===== config.mk =====
export PLATFORM = sky130hd
export DESIGN_NAME = reset_strap_config_decode
export DESIGN_NICKNAME = d
export VERILOG_FILES = /design/src/include/strap_cfg_pkg.sv /design/src/logic/reset_strap_config_decode.sv /design/src/logic/strap_sync.sv
export SDC_FILE = /design/constraint.sdc
export NUM_CORES = 1
export LEC_CHECK = 0
export BUFFER_PORTS_ARGS = -buffer_cell sky130_fd_sc_hd__buf_2
export CORE_MARGIN = 5
export CORE_UTILIZATION = 35
export DETAILED_ROUTE_END_ITERATION = 6
export GPL_TIMING_DRIVEN = 1
export HOLD_SLACK_MARGIN = 0.02
export SLEW_MARGIN = 40
export SYNTH_ARGS = -nofsm -noshare
export SYNTH_HDL_FRONTEND = slang
export SYNTH_SLANG_ARGS = --single-unit

===== constraint.sdc =====
create_clock -name core_clk -period 4.3 [get_ports core_clk]
set_input_delay 0.645 -clock core_clk [delete_from_list [all_inputs] [get_ports core_clk]]
set_output_delay 0.645 -clock core_clk [all_outputs]
set_load 0.02 [all_outputs]

===== src/include/strap_cfg_pkg.sv =====
// strap configuration constants and decoded types
package strap_cfg_pkg;
  localparam int STRAP_W = 9;
  localparam int PLL_SRC_HI = 8;
  localparam int PLL_SRC_LO = 7;
  localparam int DECODE_SET_BIT = 6;
  localparam int ACCESS_BIT = 5;
  localparam int HOST_SEL_HI = 4;
  localparam int HOST_SEL_LO = 0;
  localparam logic [8:0] STRAP_RESET = 9'h000;
  localparam logic [1:0] PLL_AUX = 2'h0;
  localparam logic [1:0] PLL_HOST_BUS_CLOCK = 2'h1;
  localparam logic [1:0] PLL_XTAL1 = 2'h2;
  localparam logic [1:0] PLL_XTAL2 = 2'h3;
  localparam logic [4:0] HSEL_GEN_LE_TRI = 5'h00;
  localparam logic [4:0] HSEL_GEN_LE_DRV = 5'h01;
  localparam logic [4:0] HSEL_GEN_BE_TRI = 5'h04;
  localparam logic [4:0] HSEL_GEN_BE_DRV = 5'h05;
  localparam logic [4:0] HSEL_GEN_BE_HI_TRI = 5'h06;
  localparam logic [4:0] HSEL_ISA_LE_TRI = 5'h08;
  localparam logic [4:0] HSEL_ISA_LE_DRV = 5'h09;
  localparam logic [1:0] BUS_NONE = 2'h0;
  localparam logic [1:0] BUS_GENERIC = 2'h1;
  localparam logic [1:0] BUS_ISA = 2'h2;
  typedef enum logic [2:0] {
    ST_RESET = 3'b001,
    ST_CAPTURE = 3'b010,
    ST_HOLD = 3'b100
  } cap_state_t;
endpackage


===== src/logic/reset_strap_config_decode.sv =====
// strap capture at reset release and static configuration decode
// Behaviour
// - all nine straps sampled once at reset release and used as configuration
// - later strap changes ignored until the next reset release
// - pulled-up strap reads 1, open strap with pull-down reads 0
// - upper two straps pick pll reference: aux, bus clock, crystal one, crystal two
// - code 00000 generic little-endian, wait low tri-state; 00001 wait always driven
// - codes 00100/00101/00110 generic big-endian with listed wait styles
// - code 01000 isa-style little-endian tri-state wait; 01001 always driven
// - this decode applies only when decode set strap reads 0
// - no big-endian operation with indirect access
`timescale 1ns/1ps
`default_nettype none
module reset_strap_config_decode
  import strap_cfg_pkg::*;
(
  input wire logic core_clk,
  input wire logic resetn,
  input wire logic clk_en,
  input wire logic [STRAP_W-1:0] config_straps,
  output logic config_valid,
  output logic [1:0] pll_source_straps,
  output logic decode_set_strap,
  output logic access_style_strap,
  output logic [4:0] host_select_straps,
  output logic indirect_access,
  output logic [1:0] host_bus_kind,
  output logic big_endian,
  output logic wait_active_high,
  output logic wait_always_driven,
  output logic config_supported
);
  typedef struct packed {
    cap_state_t st;
    logic settle;
    logic [STRAP_W-1:0] straps;
    logic [1:0] bus_kind;
    logic big_end;
    logic wait_hi;
    logic wait_drv;
    logic supported;
  } top_state_t;

  top_state_t state_ff;
  top_state_t nxt_state;
  logic [STRAP_W-1:0] straps_sync;

  // pins are asynchronous to core_clk, so they settle through two flops
  strap_sync u_sync (
    .core_clk(core_clk),
    .resetn(resetn),
    .clk_en(clk_en),
    .pins_in(config_straps),
    .pins_sync(straps_sync)
  );

  logic [4:0] hsel;
  logic [1:0] d_kind;
  logic d_be;
  logic d_hi;
  logic d_drv;
  logic d_ok;

  always_comb begin
    hsel = straps_sync[HOST_SEL_HI:HOST_SEL_LO];
    d_kind = BUS_NONE;
    d_be = 1'b0;
    d_hi = 1'b0;
    d_drv = 1'b0;
    d_ok = 1'b1;
    case (hsel)
      HSEL_GEN_LE_TRI: d_kind = BUS_GENERIC;
      HSEL_GEN_LE_DRV: begin
        d_kind = BUS_GENERIC;
        d_drv = 1'b1;
      end
      HSEL_GEN_BE_TRI: begin
        d_kind = BUS_GENERIC;
        d_be = 1'b1;
      end
      HSEL_GEN_BE_DRV: begin
        d_kind = BUS_GENERIC;
        d_be = 1'b1;
        d_drv = 1'b1;
      end
      HSEL_GEN_BE_HI_TRI: begin
        d_kind = BUS_GENERIC;
        d_be = 1'b1;
        d_hi = 1'b1;
      end
      HSEL_ISA_LE_TRI: d_kind = BUS_ISA;
      HSEL_ISA_LE_DRV: begin
        d_kind = BUS_ISA;
        d_drv = 1'b1;
      end
      default: d_ok = 1'b0;
    endcase
    // the other decode set is not handled here
    if (straps_sync[DECODE_SET_BIT]) begin
      d_ok = 1'b0;
    end
    // big-endian has no indirect variant
    if (straps_sync[ACCESS_BIT] && d_be) begin
      d_ok = 1'b0;
    end
    if (!d_ok) begin
      d_kind = BUS_NONE;
      d_be = 1'b0;
      d_hi = 1'b0;
      d_drv = 1'b0;
    end
  end

  always_comb begin
    nxt_state = state_ff;
    if (clk_en) begin
      case (state_ff.st)
        // two enabled edges so both synchroniser flops hold post-release pins,
        // not their reset zeros
        ST_RESET: begin
          nxt_state.settle = 1'b1;
          if (state_ff.settle) begin
            nxt_state.st = ST_CAPTURE;
          end
        end
        ST_CAPTURE: begin
          nxt_state.st = ST_HOLD;
          nxt_state.straps = straps_sync;
          nxt_state.bus_kind = d_kind;
          nxt_state.big_end = d_be;
          nxt_state.wait_hi = d_hi;
          nxt_state.wait_drv = d_drv;
          nxt_state.supported = d_ok;
        end
        ST_HOLD: nxt_state.st = ST_HOLD;
        default: nxt_state.st = ST_RESET;
      endcase
    end
  end

  always_ff @(posedge core_clk or negedge resetn) begin
    if (!resetn) begin
      state_ff.st <= ST_RESET;
      state_ff.settle <= 1'b0;
      state_ff.straps <= STRAP_RESET;
      state_ff.bus_kind <= BUS_NONE;
      state_ff.big_end <= 1'b0;
      state_ff.wait_hi <= 1'b0;
      state_ff.wait_drv <= 1'b0;
      state_ff.supported <= 1'b0;
    end else begin
      state_ff <= nxt_state;
    end
  end

  assign config_valid = (state_ff.st == ST_HOLD);
  assign pll_source_straps = state_ff.straps[PLL_SRC_HI:PLL_SRC_LO];
  assign decode_set_strap = state_ff.straps[DECODE_SET_BIT];
  assign access_style_strap = state_ff.straps[ACCESS_BIT];
  assign host_select_straps = state_ff.straps[HOST_SEL_HI:HOST_SEL_LO];
  assign indirect_access = state_ff.straps[ACCESS_BIT];
  assign host_bus_kind = state_ff.bus_kind;
  assign big_endian = state_ff.big_end;
  assign wait_active_high = state_ff.wait_hi;
  assign wait_always_driven = state_ff.wait_drv;
  assign config_supported = state_ff.supported;
endmodule // reset_strap_config_decode
`default_nettype wire


===== src/logic/strap_sync.sv =====
// two-flop synchroniser for the strap pins
`timescale 1ns/1ps
`default_nettype none
module strap_sync
  import strap_cfg_pkg::*;
(
  input wire logic core_clk,
  input wire logic resetn,
  input wire logic clk_en,
  input wire logic [STRAP_W-1:0] pins_in,
  output logic [STRAP_W-1:0] pins_sync
);
  typedef struct packed {
    logic [STRAP_W-1:0] meta;
    logic [STRAP_W-1:0] sync;
  } sync_state_t;
  sync_state_t state_ff;
  sync_state_t nxt_state;

  always_comb begin
    nxt_state = state_ff;
    if (clk_en) begin
      nxt_state.meta = pins_in;
      nxt_state.sync = state_ff.meta;
    end
  end

  always_ff @(posedge core_clk or negedge resetn) begin
    if (!resetn) begin
      state_ff <= '0;
    end else begin
      state_ff <= nxt_state;
    end
  end

  assign pins_sync = state_ff.sync;
endmodule // strap_sync
`default_nettype wire


==> results.py, run 1 <==
metrics = {
    "setup_path": {
        "r2r-end": "host_bus_kind[0]$_DFFE_PN0P_",
        "critical_path_class": "input pin to flip-flop",
        "cp.arrival_ps": 2220,
        "endpoint": "host_bus_kind[0]$_DFFE_PN0P_",
        "worstPathRequired_ps": 4480,
        "cp_max_fo": 26,
        "endpoint_kind": "flip-flop",
        "rrSetupSlack_ps": 2590,
        "reg2reg_from": "state_ff[18]$_DFFE_PN0P_",
        "rr_worst_depth": 2,
        "start_kind": "input pin",
        "cp-startpoint": "clk_en",
    },
    "finish": {
        "diodes": 0,
        "final_common_cell": "nand2_1",
        "drive_above_1_share_pct": 36.08,
        "nets": 169,
        "layout_common_cells": "37 x nand2_1, 36 x dfrtp_1, 27 x buf_2, 17 x mux2_2, 9 x o21ai_0",
        "syn_to_final_growth_pct": 12.10,
        "finalInstanceArea_um2": 1762,
    },
    "global_routing": {
        "grt_pass1_wl_um": 5016,
        "grt_max_degree": 38,
        "grt_pass1_vias": 1083,
        "antenna_found_initial": 0,
        "grt_overflow": 0,
        "grt_usage_pct": 10.48,
    },
    "clock_network": {
        "cts_tree": "done",
        "clk_latency_ps": 280,
        "clockRootBuffer": "clkbuf_8",
        "cts_buffer_depth": 2,
        "cts_sinks": 37,
        "post-cts-setup-buffers": 0,
        "cts_max_level": 2,
        "post_cts_resized": 0,
        "cts-buffers-inserted": 5,
        "path_clk_slew_ps": 70,
        "cts_hold_buffers": 0,
    },
    "floorplanning": {
        "io_pins": 29,
        "start_util_pct": 36.09,
        "die_area_um2": 5930,
        "die_h_um": 77.01,
        "core_um2": 4354,
        "die_x_um": 77.01,
        "placement_rows": 24,
    },
    "synth": {
        "synthCells": 138,
        "ys_seq_area_share_pct": 59.00,
        "avgSynthCellArea_um2": 11.39,
        "syn-num-nets": 150,
        "synth_warnings": 0,
        "syn_area_um2": 1572,
        "synthDistinctLibCells": 24,
        "synth-seq-cells": 37,
    },
    "detailed_routing": {
        "num_vias": 1009,
        "avgRoutedWirePerCell_um": 13.35,
        "drtIter0Drc": 58,
        "drt_first_pass_iters": 4,
        "vias_per_cell": 4.805,
        "ant_nets": 0,
        "wl_um": 2803,
        "remaining_drc_errors": 0,
    },
    "sta": {
        "rsz0062_at_grt": "no",
        "worstMarginPinSlew_ps": 758.1,
        "final_hold_viol_count": 0,
        "finClkSkew_ps": 4.235,
        "min_period_ps": 2044,
        "finalSetupTns_ps": 0,
        "setup_violations": 0,
        "post-route-period-util_pct": 47.54,
        "fmax_mhz": 489.2,
        "max_slew_margin_pct": 49.17,
        "drv_slew": 0,
    },
    "power": {
        "ir_worst_vdd_mv": 0.1218,
        "power.leakage_nw": 0.8448,
        "total_power_mw": 1.007,
        "p_per_area_nw_per_um2": 571.7,
    },
    "placed_design": {
        "place_congestion": 0.6826,
        "dp_hpwl_um": 2002,
        "postPlaceCellArea_um2": 1673,
        "port-buffer-count": 28,
    },
    "run_status": {
        "status": "finished, final reports clean",
    },
    "min_path": {
        "hp-class": "input pin to async pin",
    },
    "job": {
        "maxCapViolCount": 0,
    },
}
-- registers in the layout (all words and copies together), names as in the netlist --
name,count
access_style_strap,1
u_sync.pins_sync,9
u_sync.state_ff,9
pll_source_straps,2
host_select_straps,5
config_supported,1
wait_active_high,1
big_endian,1
decode_set_strap,1
state_ff,4
host_bus_kind,2
wait_always_driven,1
-- stage by stage --
stage | setup WS, ps | instances | util, % | hold slack [ps]
2_1_floorplan | 2709 | 138 | - | 349.4
3_3_place_gp | 2052 | 202 | 38.42 | 456.7
3_5_place_dp | 1916 | 202 | 38.42 | 461.8
4_1_cts | 2219 | 210 | 40.40 | 459.0
5_1_grt | 2083 | 210 | 40.46 | 337.4
6_report | 2256 | 210 | 40.46 | 310.2
-- how the worst min path moves through the flow --
stage	end	slack (ps)	start
after global placement	host_bus_kind[0]$_DFFE_PN0P_	460	host_bus_kind[0]$_DFFE_PN0P_
after floorplan	access_style_strap$_DFFE_PN0P_	350	resetn
after global routing	u_sync.pins_sync[8]$_DFFE_PN0P_	340	resetn
after CTS	u_sync.state_ff[17]$_DFFE_PN0P_	460	resetn
after detailed placement	pll_source_straps[1]$_DFFE_PN0P_	460	pll_source_straps[1]$_DFFE_PN0P_
final	u_sync.state_ff[9]$_DFFE_PN0P_	310	resetn
-- cells in the mapped netlist, drive strengths merged --
| cell type | number | area share [%] |
|---|---|---|
| inv | 3 | 0.72 |
| a211o | 2 | 1.1 |
| nand4b | 2 | 1.1 |
| dfrtp | 36 | 57 |
| o31ai | 1 | 0.48 |
| clkbuf | 1 | 0.24 |
| nand4 | 1 | 0.40 |
| mux2 | 17 | 12 |
| nor2 | 1 | 0.24 |
| nor3b | 1 | 0.48 |
| dfstp | 1 | 1.7 |
| nand4bb | 1 | 0.72 |
| nor3 | 1 | 0.32 |
| o41ai | 1 | 1.0 |
| or2 | 1 | 0.40 |
| nand2 | 37 | 8.8 |
| a21oi | 2 | 0.64 |
| nand2b | 2 | 0.80 |
| a221o | 1 | 0.64 |
| and4bb | 1 | 0.80 |
| buf | 15 | 6.4 |
| o21ai | 9 | 2.9 |
| nor4bb | 1 | 0.64 |
-- area by class of cell --
type,count,area (µm²)
Clock inverter,3,17.52
Tap cell,52,65.06
Multi-Input combinational cell,82,529.3
Clock buffer,5,68.82
Inverter,3,11.26
Timing Repair Buffer,28,142.6
Sequential cell,37,927.1
Fill cell,429,2592
-- where the power goes --
group          switching (mW)  internal [mW]
registers              0.0665          0.436
logic                   0.167          0.108
clock network           0.118          0.112
total                   0.352          0.655
-- critical path, stage by stage --
cell	delay (ps)
buf_2	390
nand4bb_1	700
o31ai_1	480
-- cells by family (layout without fill, tap and decap cells) --
| logic type | after synthesis | in the layout | synth area share (%) |
|---|---|---|---|
| buffers and inverters | 19 | 39 | 7.324 |
| DFF | 37 | 37 | 59.00 |
| and+or+nand+nor | 49 | 49 | 14.73 |
| AOI/OAI and AO/OA | 16 | 16 | 6.768 |
| muxes | 17 | 17 | 12.18 |
-- metal layers --
metal | track usage (%) | part of all wire, % | vias up
li1 | - | - | 491
met1 | 12.23 | 42 | 484
met2 | 17.06 | 50 | 29
met3 | 3.630 | 6.1 | 5
met4 | 5.155 | 1.5 | 0
met5 | 0 | 0 | -
Note: power is estimated with default switching activity, not from simulation.
==> inputs of run 2 (changes only) <==
--- a/config.mk
+++ b/config.mk
@@ -5,6 +5,7 @@
 export SDC_FILE = /design/constraint.sdc
 export NUM_CORES = 1
 export LEC_CHECK = 0
+export ABC_AREA = 1
 export BUFFER_PORTS_ARGS = -buffer_cell sky130_fd_sc_hd__buf_2
 export CORE_MARGIN = 5
 export CORE_UTILIZATION = 35
==> constraint.sdc (replaced) <==
create_clock -name core_clk -period 1.95 [get_ports core_clk]
set_input_delay 0.2925 -clock core_clk [delete_from_list [all_inputs] [get_ports core_clk]]
set_output_delay 0.2925 -clock core_clk [all_outputs]
set_load 0.02 [all_outputs]
==> run 2 against run 1 <==
Effect of this change:
- register-to-register slack lost 2100 ps
- cell area increased by 4.9%
- cell count is 22% higher
- critical endpoint is now config_valid
- largest cell class unchanged
==> results.py, run 2 <==
metrics = {
    "clock_network": {
        "path_clk_slew_ps": 70,
        "cts_max_level": 2,
        "post-cts-setup-buffers": 0,
        "clockRootBuffer": "clkbuf_8",
        "post_cts_resized": 0,
        "cts_sinks": 37,
        "cts_buffer_depth": 2,
        "cts-buffers-inserted": 5,
        "clk_latency_ps": 280,
        "cts_tree": "done",
    },
    "setup_path": {
        "crit_chain": "inv_1 > nand3_1 > inv_1 > buf_2",
        "crit_top_cell": "inv_1",
        "cp.arrival_ps": 1220,
        "start_kind": "flip-flop",
        "cp_max_fo": 4,
        "worstPathRequired_ps": 1660,
        "slowest_stage": "dfstp_2",
        "endpoint_kind": "primary output",
        "critical_path_class": "flip-flop to primary output",
        "path_buf_inv": 3,
        "slowest_delay_ps": 530,
        "cp_top_family": "flip-flops",
    },
    "sta": {
        "fmax_mhz": 663.1,
        "max_slew_margin_pct": 69.12,
        "drv_slew": 0,
        "finalSetupTns_ps": 0,
        "worstMarginPinSlew_ps": 463.2,
        "final_hold_viol_count": 0,
        "finClkSkew_ps": 2.030,
        "post-route-period-util_pct": 77.34,
        "whs_ps": 206.5,
        "final.setup.worst_slack_ps": 441.8,
        "rsz0062_at_grt": "no",
        "setup_violations": 0,
        "min_period_ps": 1508,
    },
    "finish": {
        "nets": 214,
        "final_common_cell": "nand2_1",
        "finalInstanceArea_um2": 1848,
        "final_core_util_pct": 39.92,
        "drive_above_1_share_pct": 24.14,
        "layout_common_cells": "67 x nand2_1, 36 x dfrtp_1, 27 x buf_2, 18 x inv_1, 11 x o21ai_0",
        "syn_to_final_growth_pct": 12.23,
        "diodes": 0,
        "final_cells": 257,
    },
    "detailed_routing": {
        "ant_nets": 0,
        "num_vias": 1151,
        "vias_per_cell": 4.479,
        "wl_um": 2869,
        "remaining_drc_errors": 0,
        "drt_first_pass_iters": 4,
        "drtIter0Drc": 89,
        "avgRoutedWirePerCell_um": 11.16,
    },
    "synth": {
        "synth-seq-cells": 37,
        "yosysTopAreaCell": "dfrtp_1",
        "synthTopCellsByArea": "dfrtp_1 55%, nand2_1 15%, o21ai_2 4.8%",
        "avgSynthCellArea_um2": 9.097,
        "synth_ff_type": "dfrtp_1",
        "ys_seq_area_share_pct": 56.31,
        "synthCells": 181,
        "synthDistinctLibCells": 19,
        "syn-num-nets": 193,
        "synth_edf_count": 0,
        "ys_top_cells_by_count": "67 x nand2_1, 36 x dfrtp_1, 18 x inv_1",
        "syn_area_um2": 1647,
        "yosys.area.top_type_share_pct": 54.71,
        "synth-async-reset-ratio_pct": 100.0,
        "synth_warnings": 0,
        "yosysMostFrequentCell": "nand2_1",
    },
    "min_path": {
        "hp-class": "input pin to flip-flop",
    },
    "placed_design": {
        "place_worst_setup_slack_ps": 536.8,
        "port-buffer-count": 28,
        "placedCellCount": 248,
        "place_congestion": 0.7924,
        "dp_hpwl_um": 2038,
        "postPlaceCellArea_um2": 1748,
    },
    "global_routing": {
        "grt_overflow": 0,
        "grt_pass1_vias": 1121,
        "grt_max_degree": 38,
        "grt_usage_pct": 10.47,
        "antenna_found_initial": 0,
        "grt_pass1_wl_um": 5023,
    },
    "floorplanning": {
        "placement_rows": 25,
        "io_pins": 29,
        "core_um2": 4629,
        "start_util_pct": 35.57,
        "die_x_um": 78.59,
        "die_h_um": 78.59,
        "die_area_um2": 6176,
    },
    "power": {
        "ir_worst_vdd_mv": 0.3572,
        "p_per_area_nw_per_um2": 1221,
        "total_power_mw": 2.257,
        "power.leakage_nw": 0.9951,
    },
    "run_status": {
        "status": "finished, final reports clean",
    },
    "job": {
        "maxCapViolCount": 0,
    },
}
==> run 2: changes by cell type in the layout (fill, tap and decap cells not counted), sizes merged, moves of 3 or more <==
cell and delta:
nand2 +31, mux2 -17, inv +15, o21ai +11, nand3 +6, nor2 +6
nand4 +5, clkbuf +3
==> run 2: logic make-up (layout without fill, tap and decap cells) <==
group | after synthesis | in the layout | share of synthesized area (%)
compound gates | 22 | 22 | 8.966
simple gates | 88 | 88 | 23.56
buf+inv | 34 | 56 | 11.17
flops | 37 | 37 | 56.31
==> run 2: layout make-up <==
class                           count  area [µm²]
Timing Repair Buffer               30       160.2
Tap cell                           54       67.56
Sequential cell                    37       927.1
Inverter                           18       67.56
Clock buffer                        8       90.09
Multi-Input combinational cell    110       535.5
Fill cell                         508        2781
==> run 2: path summary, 6_finish.rpt <==
path / endpoint / cells after the start / slack (ps) / from
setup / recovery: config_valid / 4 / 440 / state_ff[16]$_DFFE_PN1P_
setup reg to reg: big_endian$_DFFE_PN0P_ / 5 / 540 / state_ff[16]$_DFFE_PN1P_
hold / removal: u_sync.state_ff[13]$_DFFE_PN0P_ / 3 / 210 / config_straps[4]
min in group asynchronous: u_sync.state_ff[16]$_DFFE_PN0P_ / 2 / 510 / resetn
max in group asynchronous: state_ff[16]$_DFFE_PN1P_ / 2 / 1100 / resetn
hold reg to reg: state_ff[16]$_DFFE_PN1P_ / 2 / 460 / state_ff[16]$_DFFE_PN1P_
==> run 2: routing by layer <==
metal  track usage (%)  share of wire [%]  vias up  routed length [µm]
li1                  -                  -      595                   -
met1             13.30                 49      524                1415
met2             16.04                 44       27                1260
met3             3.555                4.7        5                 136
met4             4.720                2.0        0                  57
met5                 0                  0        -                   0
==> run 2: report_power, final <==
part | internal (mW) | total, mW | leakage (nW) | switching (mW)
logic | 0.227 | 0.681 | 0.487 | 0.454
registers | 0.944 | 1.04 | 0.462 | 0.0998
clock network | 0.288 | 0.532 | 0.0455 | 0.244
total | 1.46 | 2.26 | 0.995 | 0.798
==> run 2: repair_timing <==
| action | 4_1_cts | 5_1_grt |
|---|---|---|
| hold buffers | 1 | 0 |
| endpoints found under the setup margin | 0 | 0 |
| endpoints found under the hold margin | 36 | 0 |
==> run 2: worst min-delay path: cells and delay by family <==
kind / cells / cell delay [ps]
simple gates: 2 / 90
buf+inv: 1 / 70
